## src/hw/sbi_cfg.svh

```systemverilog
// Register offsets, field positions, reset values and timing counts
`ifndef SBI_CFG_SVH
`define SBI_CFG_SVH
`define SBI_OFS_CTRL1     12'h240
`define SBI_OFS_DATA      12'h241
`define SBI_OFS_OWNADDR   12'h242
`define SBI_OFS_CTRL2     12'h243
`define SBI_OFS_BAUD0     12'h244
`define SBI_OFS_BAUD1     12'h245
`define SBI_ADDR_BYTE(i)  ((i) * 4)
`define SBI_STATUS_RST    8'h10
`define SBI_CTRL1_RST     8'h01
`define SBI_BIT_MST       7
`define SBI_BIT_TRX       6
`define SBI_BIT_BB        5
`define SBI_BIT_PIN       4
`define SBI_BIT_CLOCK_RATE_SELECT_LOW      4
`define SBI_BIT_SOFT_RESET_MONITOR    0
`define SBI_BIT_IDLE2RUN  6
`define SBI_BIT_BAUDEN    7
`define SBI_SWRST_FIRST   2'h2
`define SBI_SWRST_SECOND  2'h1
`define SBI_MODE_PORT     2'h0
`define SBI_MODE_SIO      2'h1
`define SBI_MODE_I2C      2'h2
`define SBI_GENCALL       7'h00
`define SBI_CLK_MHZ       100
`define SBI_SCL_KHZ       100
`define SBI_HALF_CYC      ((`SBI_CLK_MHZ * 1000) / (`SBI_SCL_KHZ * 2))
`endif

```

## src/hw/sbi_pkg.sv

```systemverilog
// Types shared by the serial bus interface
package sbi_pkg;
   typedef enum logic [1:0] {
      SBI_PORT = 2'h0,
      SBI_SIO  = 2'h1,
      SBI_I2C  = 2'h2,
      SBI_RSVD = 2'h3
   } sbi_mode_t;
   typedef struct packed {
      logic master;
      logic transmit;
      logic busBusy;
      logic notPending;
      logic arbLost;
      logic addressed;
      logic genCall;
      logic lastBit;
   } sbi_status_t;
   typedef struct packed {
      logic sclOut;
      logic sclOe;
      logic sdaOut;
      logic sdaOe;
   } sbi_pins_t;
endpackage

```

## src/hw/sbi_core.sv

```systemverilog
// Serial bus interface: I2C master/slave; serial port mode drives its pins but cannot start a transfer
//
// Local design decision: register access over APB.
`timescale 1ns/1ps
`default_nettype none
`include "sbi_cfg.svh"
module sbi_core (
   // Clock and reset
   input  wire logic        clk_sys,
   input  wire logic        arst_n,
   input  wire logic        ce,
   // APB
   input  wire logic        psel,
   input  wire logic        penable,
   input  wire logic        pwrite,
   input  wire logic [11:0] paddr,
   input  wire logic [31:0] pwdata,
   output logic             pready,
   output logic             pslverr,
   output logic [31:0]      prdata,
   // Pins (I2C: sda, scl; serial: sck, so, si)
   input  wire logic        sdaIn,
   input  wire logic        sclIn,
   output sbi_pkg::sbi_pins_t pins,
   output logic             sckOut,
   output logic             sckOe,
   // Status
   output logic             busIrq,
   output logic             idle2Run
);
   logic [5:0] wrSel;
   logic [5:0] rdSel;
   logic [7:0] wd;
   logic [47:0] rdBus;
   sbi_apb uApb (
      .psel(psel), .penable(penable), .pwrite(pwrite), .paddr(paddr),
      .pwdata(pwdata), .pready(pready), .pslverr(pslverr), .prdata(prdata),
      .wrSel(wrSel), .rdSel(rdSel), .wrData(wd), .rdBus(rdBus)
   );
   logic sda;
   logic scl;
   sbi_sync uSda (.clk_sys(clk_sys), .arst_n(arst_n), .ce(ce), .din(sdaIn), .dout(sda));
   sbi_sync uScl (.clk_sys(clk_sys), .arst_n(arst_n), .ce(ce), .din(sclIn), .dout(scl));

   typedef enum logic [5:0] {
      S_IDLE  = 6'b000001,
      S_START = 6'b000010,
      S_LOW   = 6'b000100,
      S_HIGH  = 6'b001000,
      S_HOLD  = 6'b010000,
      S_STOP  = 6'b100000
   } st_t;
   st_t st_r;

   logic [7:0] ctrl1_r;
   logic [7:0] own_r;
   logic [7:0] baud0_r;
   logic [7:0] baud1_r;
   logic [1:0] swrst_r;
   logic       swPend_r;
   sbi_pkg::sbi_mode_t mode_r;
   sbi_pkg::sbi_status_t stat_r;
   logic [7:0] txBuf_r;
   logic [7:0] rxBuf_r;
   logic [3:0] bitNo_r;
   logic [15:0] cnt_r;
   logic       sdaDrv_r;
   logic       addrPhase_r;
   logic       sdaD_r;
   logic       sclD_r;
   logic       softRst;
   logic       irqEv;
   logic       bufAcc;
   logic       startDet;
   logic       stopDet;
   logic       sclRise;
   logic       sclFall;
   logic       isMaster;
   logic       txBit;

   assign sclRise  = scl & ~sclD_r;
   assign sclFall  = ~scl & sclD_r;
   assign startDet = scl & sclD_r & sdaD_r & ~sda;
   assign stopDet  = scl & sclD_r & ~sdaD_r & sda;
   assign bufAcc   = wrSel[1] | rdSel[1];
   assign isMaster = stat_r.master;
   assign txBit    = (bitNo_r == 4'h8) ? 1'b1 : txBuf_r[7 - bitNo_r[2:0]];
   // Reads of the shared offset see status
   assign rdBus = {baud1_r, baud0_r, 8'(stat_r), 8'h00, rxBuf_r, ctrl1_r};

   always_ff @(posedge clk_sys or negedge arst_n) begin
      if (!arst_n) begin
         sdaD_r <= 1'b1;
         sclD_r <= 1'b1;
      end else if (ce) begin
         sdaD_r <= sda;
         sclD_r <= scl;
      end
   end

   // Reset code sequence, second code must follow first
   always_ff @(posedge clk_sys or negedge arst_n) begin
      if (!arst_n) begin
         swrst_r  <= 2'h0;
         swPend_r <= 1'b0;
      end else if (ce && wrSel[3]) begin
         swrst_r  <= wd[1:0];
         swPend_r <= (swrst_r == `SBI_SWRST_FIRST) && (wd[1:0] == `SBI_SWRST_SECOND);
      end else if (ce) begin
         swPend_r <= 1'b0;
      end
   end
   assign softRst = swPend_r;

   always_ff @(posedge clk_sys or negedge arst_n) begin
      if (!arst_n) begin
         ctrl1_r <= `SBI_CTRL1_RST;
         own_r   <= 8'h00;
         baud0_r <= 8'h00;
         baud1_r <= 8'h00;
         mode_r  <= sbi_pkg::SBI_PORT;
      end else if (ce) begin
         ctrl1_r[`SBI_BIT_SOFT_RESET_MONITOR] <= ~softRst;
         if (wrSel[0]) ctrl1_r[7:1] <= wd[7:1];
         if (wrSel[2]) own_r <= wd;
         if (wrSel[4]) baud0_r <= {1'b0, wd[`SBI_BIT_IDLE2RUN], 6'h00};
         if (wrSel[5]) baud1_r <= {wd[`SBI_BIT_BAUDEN], 7'h00};
         if (wrSel[3]) mode_r <= sbi_pkg::sbi_mode_t'(wd[3:2]);
      end
   end
   assign idle2Run = baud0_r[`SBI_BIT_IDLE2RUN];

   // Protocol engine; bit timing fixed at standard speed
   always_ff @(posedge clk_sys or negedge arst_n) begin
      if (!arst_n) begin
         st_r        <= S_IDLE;
         stat_r      <= sbi_pkg::sbi_status_t'(`SBI_STATUS_RST);
         txBuf_r     <= 8'h00;
         rxBuf_r     <= 8'h00;
         bitNo_r     <= 4'h0;
         cnt_r       <= 16'h0;
         sdaDrv_r    <= 1'b1;
         addrPhase_r <= 1'b0;
      end else if (ce) begin
         if (softRst) begin
            st_r   <= S_IDLE;
            stat_r <= sbi_pkg::sbi_status_t'(`SBI_STATUS_RST);
            sdaDrv_r <= 1'b1;
         end else begin
            if (wrSel[1]) txBuf_r <= wd;
            if (bufAcc) stat_r.notPending <= 1'b1;
            if (wrSel[3] && wd[`SBI_BIT_PIN]) stat_r.notPending <= 1'b1;
            if (startDet) stat_r.busBusy <= 1'b1;
            if (stopDet) begin
               stat_r.busBusy  <= 1'b0;
               stat_r.master   <= 1'b0;
               stat_r.transmit <= 1'b0;
               addrPhase_r     <= 1'b0;
               st_r <= S_IDLE;
            end
            if (startDet && !isMaster) begin
               addrPhase_r <= 1'b1;
               bitNo_r     <= 4'h0;
               stat_r.addressed <= 1'b0;
               stat_r.genCall   <= 1'b0;
            end
            unique case (st_r)
               S_IDLE: begin
                  if (wrSel[3] && mode_r == sbi_pkg::SBI_I2C && wd[7:4] == 4'hf
                      && !stat_r.busBusy) begin
                     stat_r.master   <= 1'b1;
                     stat_r.transmit <= 1'b1;
                     stat_r.arbLost  <= 1'b0;
                     cnt_r    <= 16'(`SBI_HALF_CYC);
                     st_r     <= S_START;
                     sdaDrv_r <= 1'b1;
                  end
               end
               S_START: begin
                  // Data falls a half bit before the clock, or no start is seen
                  if (cnt_r != 16'h0) cnt_r <= cnt_r - 16'h1;
                  else if (sdaDrv_r) begin
                     sdaDrv_r <= 1'b0;
                     cnt_r    <= 16'(`SBI_HALF_CYC);
                  end else begin
                     bitNo_r     <= 4'h0;
                     addrPhase_r <= 1'b1;
                     cnt_r <= 16'(`SBI_HALF_CYC);
                     st_r  <= S_LOW;
                  end
               end
               S_LOW: begin
                  // Data moves mid-low so it never changes with the clock high
                  if (baud1_r[`SBI_BIT_BAUDEN] && cnt_r != 16'h0) begin
                     cnt_r <= cnt_r - 16'h1;
                     if (cnt_r == 16'(`SBI_HALF_CYC / 2)) sdaDrv_r <= txBit;
                  end else if (baud1_r[`SBI_BIT_BAUDEN]) begin
                     cnt_r <= 16'(`SBI_HALF_CYC);
                     st_r  <= S_HIGH;
                  end
               end
               S_HIGH: begin
                  if (scl && cnt_r != 16'h0) cnt_r <= cnt_r - 16'h1;
                  else if (scl) begin
                     if (sdaDrv_r && !sda && bitNo_r != 4'h8) begin
                        stat_r.arbLost <= 1'b1;
                        stat_r.master  <= 1'b0;
                        stat_r.transmit <= 1'b0;
                        sdaDrv_r <= 1'b1;
                        st_r <= S_IDLE;
                     end else begin
                        stat_r.lastBit <= sda;
                        rxBuf_r  <= {rxBuf_r[6:0], sda};
                        cnt_r    <= 16'(`SBI_HALF_CYC);
                        if (bitNo_r == 4'h8) begin
                           stat_r.notPending <= 1'b0;
                           txBuf_r <= 8'h00;
                           if (addrPhase_r && !sda) stat_r.transmit <= ~txBuf_r[0];
                           addrPhase_r <= 1'b0;
                           bitNo_r <= 4'h0;
                           st_r <= S_HOLD;
                        end else begin
                           bitNo_r <= bitNo_r + 4'h1;
                           st_r <= S_LOW;
                        end
                     end
                  end
               end
               S_HOLD: begin
                  // SCL stays low until software services the byte; the access itself resumes
                  if (wrSel[3] && wd[`SBI_BIT_PIN] && !wd[`SBI_BIT_BB]) begin
                     sdaDrv_r <= 1'b0;
                     cnt_r    <= 16'(`SBI_HALF_CYC);
                     st_r     <= S_STOP;
                  end else if (bufAcc || (wrSel[3] && wd[`SBI_BIT_PIN])) begin
                     cnt_r <= 16'(`SBI_HALF_CYC);
                     st_r  <= S_LOW;
                  end
               end
               S_STOP: begin
                  if (cnt_r != 16'h0) cnt_r <= cnt_r - 16'h1;
                  else begin
                     sdaDrv_r <= 1'b1;
                     st_r <= S_IDLE;
                  end
               end
               default: st_r <= S_IDLE;
            endcase
            // Slave receive path
            if (!isMaster && addrPhase_r && sclRise && !startDet) begin
               rxBuf_r <= {rxBuf_r[6:0], sda};
               stat_r.lastBit <= sda;
               bitNo_r <= bitNo_r + 4'h1;
               if (bitNo_r == 4'h7) begin
                  if (rxBuf_r[6:0] == `SBI_GENCALL && !sda) begin
                     stat_r.genCall   <= 1'b1;
                     stat_r.addressed <= 1'b1;
                  end else if (!own_r[0] && rxBuf_r[6:0] == own_r[7:1]) begin
                     stat_r.addressed <= 1'b1;
                     stat_r.transmit  <= sda;
                  end
               end
            end
            // Stretch only after the clock falls, never inside a high phase
            if (!isMaster && addrPhase_r && sclFall && bitNo_r == 4'h8) begin
               addrPhase_r <= 1'b0;
               if (stat_r.addressed) begin
                  stat_r.notPending <= 1'b0;
                  txBuf_r <= 8'h00;
               end
            end
         end
      end
   end

   assign busIrq = ~stat_r.notPending;
   // Port mode disables outputs; serial mode uses clock, data out pins
   always_comb begin
      pins = '{sclOut: 1'b0, sclOe: 1'b0, sdaOut: 1'b0, sdaOe: 1'b0};
      sckOut = 1'b1;
      sckOe  = 1'b0;
      if (mode_r == sbi_pkg::SBI_I2C) begin
         pins.sclOe = (st_r == S_LOW) || (st_r == S_HOLD) || !stat_r.notPending
                      || (st_r == S_STOP && cnt_r > 16'(`SBI_HALF_CYC / 2));
         pins.sdaOe = ~sdaDrv_r;
      end else if (mode_r == sbi_pkg::SBI_SIO) begin
         sckOe = 1'b1;
         sckOut = (st_r != S_LOW);
         pins.sdaOe = 1'b1;
         pins.sdaOut = sdaDrv_r;
      end
   end
endmodule // sbi_core
`default_nettype wire

```

## src/hw/sbi_sync.sv

```systemverilog
// Two-flop synchroniser for one pin
`timescale 1ns/1ps
`default_nettype none
module sbi_sync (
   // Clock and reset
   input  wire logic clk_sys,
   input  wire logic arst_n,
   input  wire logic ce,
   // Data
   input  wire logic din,
   output var  logic dout
);
   logic meta_r;
   always_ff @(posedge clk_sys or negedge arst_n) begin
      if (!arst_n) begin
         meta_r <= 1'b1;
         dout   <= 1'b1;
      end else if (ce) begin
         meta_r <= din;
         dout   <= meta_r;
      end
   end
endmodule // sbi_sync
`default_nettype wire

```

## src/hw/sbi_apb.sv

```systemverilog
// APB slave front end: decodes byte-wide registers into strobes
`timescale 1ns/1ps
`default_nettype none
`include "sbi_cfg.svh"
module sbi_apb (
   // APB
   input  wire logic        psel,
   input  wire logic        penable,
   input  wire logic        pwrite,
   input  wire logic [11:0] paddr,
   input  wire logic [31:0] pwdata,
   output logic             pready,
   output logic             pslverr,
   output logic [31:0]      prdata,
   // Register side
   output logic [5:0]       wrSel,
   output logic [5:0]       rdSel,
   output logic [7:0]       wrData,
   input  wire logic [47:0] rdBus
);
   logic acc;
   logic hit;
   assign acc = psel & penable;
   assign pready = 1'b1;
   assign wrData = pwdata[7:0];
   genvar g;
   generate
      for (g = 0; g < 6; g++) begin : gSel
         localparam logic [11:0] A = 12'(`SBI_ADDR_BYTE(`SBI_OFS_CTRL1 + g));
         assign wrSel[g] = acc & pwrite & (paddr == A);
         assign rdSel[g] = acc & ~pwrite & (paddr == A);
      end
   endgenerate
   assign hit = |{wrSel, rdSel};
   assign pslverr = acc & ~hit;
   always_comb begin
      prdata = 32'h0;
      for (int i = 0; i < 6; i++) begin
         if (rdSel[i]) prdata[7:0] = rdBus[i*8 +: 8];
      end
   end
endmodule // sbi_apb
`default_nettype wire

```

## config.mk

```make
export PLATFORM = sky130hd
export DESIGN_NAME = sbi_core
export DESIGN_NICKNAME = d
export VERILOG_FILES = /design/src/hw/sbi_pkg.sv /design/src/hw/sbi_core.sv /design/src/hw/sbi_sync.sv /design/src/hw/sbi_apb.sv
export VERILOG_INCLUDE_DIRS = /design/src /design/src/hw
export SDC_FILE = /design/constraint.sdc
export NUM_CORES = 1
export LEC_CHECK = 0
export BUFFER_PORTS_ARGS = -buffer_cell sky130_fd_sc_hd__buf_2
export CORE_MARGIN = 2
export CORE_UTILIZATION = 40
export DETAILED_ROUTE_END_ITERATION = 8
export PLACE_DENSITY_LB_ADDON = 0.05
export SLEW_MARGIN = 25
export SYNTH_ARGS = -nofsm -noshare
export SYNTH_HDL_FRONTEND = slang
export SYNTH_SLANG_ARGS = --single-unit
```

## constraint.sdc

```tcl
create_clock -name clk_sys -period 3.5 [get_ports clk_sys]
set_input_delay 0.35 -clock clk_sys [delete_from_list [all_inputs] [get_ports clk_sys]]
set_output_delay 0.35 -clock clk_sys [all_outputs]
set_load 0.01 [all_outputs]
```

# ---- After elaboration in Yosys (flattened, before gate mapping)
# Cells that the tools add are included.
# Widths: inputs -> output; s select.
dict set report op_classes {
  eq_ne 42
  order_cmp 2
  bitwise 34
  add_sub_neg 3
  n_mux 124
  reduce_logical 56
}
# operator count
set op_table {}
lappend op_table {{$mux 16} 10}
lappend op_table {{$mux 8} 20}
lappend op_table {{$pmux 16 s6} 1}
lappend op_table {{$eq 12x12->1 const B} 6}
lappend op_table {{$mux 6} 12}
lappend op_table {{$mux 1} 54}
lappend op_table {{$pmux 6 s6} 1}
lappend op_table {{$ne 3x3->1 const B} 11}
lappend op_table {{$lt 32x4->1 const B} 1}
lappend op_table {{$mux 4} 8}
lappend op_table {{$and 1x1->1} 23}
lappend op_table {{$logic_and 1x1->1} 21}
lappend op_table {{$eq 16x8->1 const B} 1}
lappend op_table {{$gt 16x8->1 const B} 1}
lappend op_table {{$mux 2} 8}
lappend op_table {{$reduce_bool 16->1} 1}
lappend op_table {{$sub 16x1->16 const B} 1}
lappend op_table {{$reduce_and 2->1} 7}
lappend op_table {{$ne 3x2->1 const B} 4}
lappend op_table {{$reduce_and 6->1} 2}
lappend op_table {{$reduce_bool 3->1} 4}
lappend op_table {{$reduce_or 12->1} 1}
lappend op_table {{$reduce_and 11->1} 1}
lappend op_table {{$mux 5} 2}
lappend op_table {{other kinds (33)} 60}
dict set report totals {
  word_cells 290
  input_bits 52
  out_inout_bits 42
  register_bits 81
}

# ---- Depth between registers and ports, before layout
dict set report depth {
  ltp_word 16
  mapped_depth 10
}

# ---- By module
# Synthesis repeated with hierarchy kept, for this count alone.
dict set report hier_totals {
  cells_unflattened 595
  area_unflattened_um2 5582.9
}
# module cells_each area_each_um2 instances
set by_module_without_submodules {}
lappend by_module_without_submodules {sbi_core 463 4529.3 1}
lappend by_module_without_submodules {sbi_apb 124 903.4 1}
lappend by_module_without_submodules {sbi_sync 4 75.1 2}

# ---- Worst setup path after synthesis
# Ideal clock, no wire load.
dict set report synth_path {
  path_type {input port to output port}
  start {in paddr[7]}
  end {out prdata[1]}
  arrival_time_ns 2.361
  stages 7
  n_path_buf 1
  path_slack_ns 0.789
  path_cell_list {or4b_4 > nor3_1 > clkbuf_1 > nand2_1 > nor4_1 > a222oi_1 > inv_1}
}
dict set report synth_via {
  elab_chain_cells 8
  word_cells_on_any_way 18
}
# element line_no
set synth_lines {}
lappend synth_lines {{from (decl)} sbi_core.sv:16} ;# input wire logic [11:0] paddr,
lappend synth_lines {{$eq 12x12->1} sbi_apb.sv:31} ;# assign rdSel[g] = acc & ~pwrite & (paddr == A);
lappend synth_lines {{$and 1x1->1} sbi_apb.sv:31}
lappend synth_lines {{$mux 8 (5 in series)} sbi_apb.sv:39} ;# if (rdSel[i]) prdata[7:0] = rdBus[i*8 +: 8];
lappend synth_lines {{$mux 8 (*)} sbi_apb.sv:39}
lappend synth_lines {{to (decl)} sbi_core.sv:20} ;# output logic [31:0] prdata,
# Every way passes the cells marked *; elsewhere a longest branch is shown, timed or not.

# ---- Worst setup path after layout
dict set report layout_path {
  start {reg cnt_r[11]}
  end {reg cnt_r[3]}
}
dict set report layout_via {
  elab_chain_cells 4
  word_cells_on_any_way 12
}
# element line_no
set layout_lines {}
lappend layout_lines {{from (decl)} sbi_core.sv:66} ;# logic [15:0] cnt_r;
lappend layout_lines {{from (signal assigned)} sbi_core.sv:174} ;# cnt_r <= 16'(`SBI_HALF_CYC);
lappend layout_lines {{from (signal assigned)} sbi_core.sv:181} ;# if (cnt_r != 16'h0) cnt_r <= cnt_r - 16'h1;
lappend layout_lines {{from (signal assigned)} sbi_core.sv:184} ;# cnt_r <= 16'(`SBI_HALF_CYC);
lappend layout_lines {{$reduce_bool 16->1 (*)} -}
lappend layout_lines {{$logic_and 1x1->1, on equally long branches} {sbi_core.sv:203, sbi_core.sv:194}}
lappend layout_lines {{$ne 3x2->1 (no source line), or another cell as far along} -}
lappend layout_lines {{$reduce_and 9->1 (no source line) or $pmux 16 s6 (tied branches)} -}
# Marked as above.
# A chain may end at the register's enable or synchronous reset.

==> run metrics <==
Reg2Reg Launch Point=cnt_r[11]; GPL Wtd Cong=0.9078; hold crit path type=in2async; Max Clock Skew=6.138 ps; DR vias/cell=5.968; Avg Inst Size Synth=9.706 um2; clock sinks=81; Clock Latency Late Sink=340 ps; DR iter-0 viols=358; Finished Cell Area=5786 um2; most area-consuming cells after synthesis=dfrtp_1 (35%), mux2_2 (7.9%), dfstp_2 (5.1%), buf_4 (4.0%), nor2_1 (2.5%); setup ws final=469.5 ps; global-route wire length before repair=23.39 mm; Max-Cap Viols=0; Async SR Flop Fraction=100.0%; Antenna diodes=0; Final Hold Violating Endpoints=7; Post-DP Area=5503 um2; CTS root buf=clkbuf_16; crit path kind=reg2reg; vias post-DR=4476; PwrDens=403.7 nW/um2; vias in the first global route=4153; setup tns final=0 ps; Hold-fix buffers, CTS=0; cell area after synthesis=5125 um2; die area=13730 um2; Clock Tree Buf Depth=2; Slew headroom=48.30%; clock-pin slew on the worst setup and hold paths=60 ps; core area=12570 um2; RSZ-0062 raised after global routing=false; top-area cell type share of the netlist area=34.67%; R2R cell count=6; Tmin final=3031 ps; final worst-path cycle share=86.59%; drt wl/cell=19.57 um; drt drc=0; final HPWL from detailed placement=11.14 mm; Post-synth EDFFs=0; pin count of the biggest net entering global routing=44; R2R Setup Slk=470 ps; DRT Pass-1 Iters=5; commonest cells after routing, fill and taps aside=dfrtp_1 (71), buf_2 (42), mux2_2 (36); sequential-to-total area share from yosys stat=39.79%; Final ANT Viol Nets=0; Ys Warns=0; commonest non-fill, non-tap cell in the layout=dfrtp_1; failing checks=hold timing; Tot GR Track Use=22.60%; area delta synth->final=12.89%; Critical Path Sink Type=register; Pleak=2.687 nW; layout cells sized above 1=24.39%; R2R Path End=cnt_r[3]; H-tree levels=3; Max Slew Vio Count=0; CTS buffer count=9; antenna violations before repair=0; area leader, netlist=dfrtp_1; Initial Util=40.78%; Crit path required time=3730 ps; CTS tree=done; PostCTS Resize Cnt=0; Setup-failing EPs final=0; GRT Residual Overflow=0; Post-CTS Setup Inserts=0; hold_ws=-14.89 ps; IO Pins=94; Die Wd=117.2 um; flops & latches, synth=81; startpoint types=register; Post-synth top flop=dfrtp_1; Overall Power=2.336 mW; Synth Instances=528; IO buf count=43; die height=117.2 um; Least-Margin Pin Slew=767.5 ps; DP Worst Slack=426.4 ps; final wirelength=14.68 mm; Yosys cell types=76; Worst VDD drop=257.0 uV; nets=629; status=complete, but fails checks; # rows=41; CP max FO=14; Worst EP arrival=3260 ps; f_max=0.3300 GHz
## per-stage QoR
stage / util (%) / hold WS, ps / std cells
2_1_floorplan: - / 54.41 / 552
3_3_place_gp: 43.56 / 483.8 / 733
3_5_place_dp: 43.78 / 370.6 / 734
4_1_cts: 46.03 / 7.366 / 750
5_1_grt: 46.03 / 26.06 / 750
6_report: 46.03 / -14.89 / 750
## layout make-up
type	count	area (um2)
sequential	81	2039
clock inverter	4	26.28
inverter	22	82.58
fill	1249	6783
tap	172	215.2
clock buffer	12	256.5
timing repair buffer	61	372.9
multi-input combinational	398	2793
## synthesized netlist by cell type, types with 4 or more instances
| cell | instances |
|---|---|
| inv_1 | 22 |
| o211ai_1 | 5 |
| nor4b_1 | 4 |
| buf_4 | 27 |
| a21oi_1 | 15 |
| a21o_1 | 8 |
| nand4b_1 | 4 |
| dfrtp_1 | 71 |
| mux2i_1 | 10 |
| o22a_1 | 4 |
| a31oi_1 | 5 |
| nand3b_1 | 4 |
| nand3_1 | 17 |
| ha_1 | 4 |
| nor2_1 | 34 |
| or3_1 | 5 |
| a222oi_1 | 7 |
| nor3_1 | 22 |
| nor4_1 | 13 |
| nand4_1 | 9 |
| nand2b_1 | 6 |
| a211o_1 | 5 |
| mux2_2 | 36 |
| dfstp_2 | 10 |
| o31ai_1 | 6 |
| a22o_1 | 6 |
| clkbuf_1 | 23 |
| nand2_1 | 33 |
| a211oi_1 | 7 |
| o21ai_0 | 20 |
| xor2_1 | 8 |
| nor2b_1 | 4 |
## routing by layer
layer / up-vias / global-route usage, % / wire, um
met1: 2217 / 33.59 / 6911
met5: - / 0 / 0
met4: 0 / 8.000 / 326
met2: 186 / 33.30 / 6482
li1: 2043 / - / -
met3: 30 / 3.553 / 961
## worst max path at each step
stage,startpoint,end,depth (start not counted)
after global routing,cnt_r[11],cnt_r[3],6
after CTS,cnt_r[11],cnt_r[3],6
final,cnt_r[11],cnt_r[3],6
after detailed placement,paddr[7],cnt_r[14],8
after global placement,paddr[7],cnt_r[14],8
after floorplan,paddr[7],prdata[1],7
## worst max-delay path, stage by stage, from the launching register on
cell     delay (ps)
dfrtp_1         460
nor4_1          560
nand4_1         480
a21oi_1         390
or4b_1          560
nor3_1          180
a22o_1          270
## sequential cells by signal (all words and copies together), names as in the netlist
name / flops
uSda.meta_r: 1
bitNo_r: 4
isMaster: 1
ctrl1_r: 8
mode_r: 2
addrPhase_r: 1
baud0_r: 1
own_r: 8
uSda.dout: 1
sclD_r: 1
sdaDrv_r: 1
baud1_r: 1
rxBuf_r: 8
cnt_r: 16
uScl.meta_r: 1
txBuf_r: 8
uScl.dout: 1
swrst_r: 2
sdaD_r: 1
softRst: 1
rdBus: 7
st_r: 6
## where the power goes
group / total, mW / internal [mW] / switching (mW)
Clock: 0.902 / 0.520 / 0.383
Sequential: 1.05 / 0.988 / 0.0666
Combinational: 0.379 / 0.144 / 0.235
Total: 2.34 / 1.65 / 0.685
## cells by family (layout without fill, tap and decap cells)
kind of cell / after synthesis / count (layout) / synth area share (%)
AO/OA/AOI/OAI: 123 / 123 / 17.92
XOR/XNOR: 9 / 9 / 1.538
adder cells (fa/ha/maj): 4 / 4 / 0.9766
buffers and inverters: 73 / 99 / 7.471
flip-flops: 81 / 81 / 39.79
multiplexers: 48 / 48 / 10.74
other: 2 / 26 / 0.1465
AND/OR/NAND/NOR: 188 / 188 / 21.41
(Power assumes the default switching activity.)
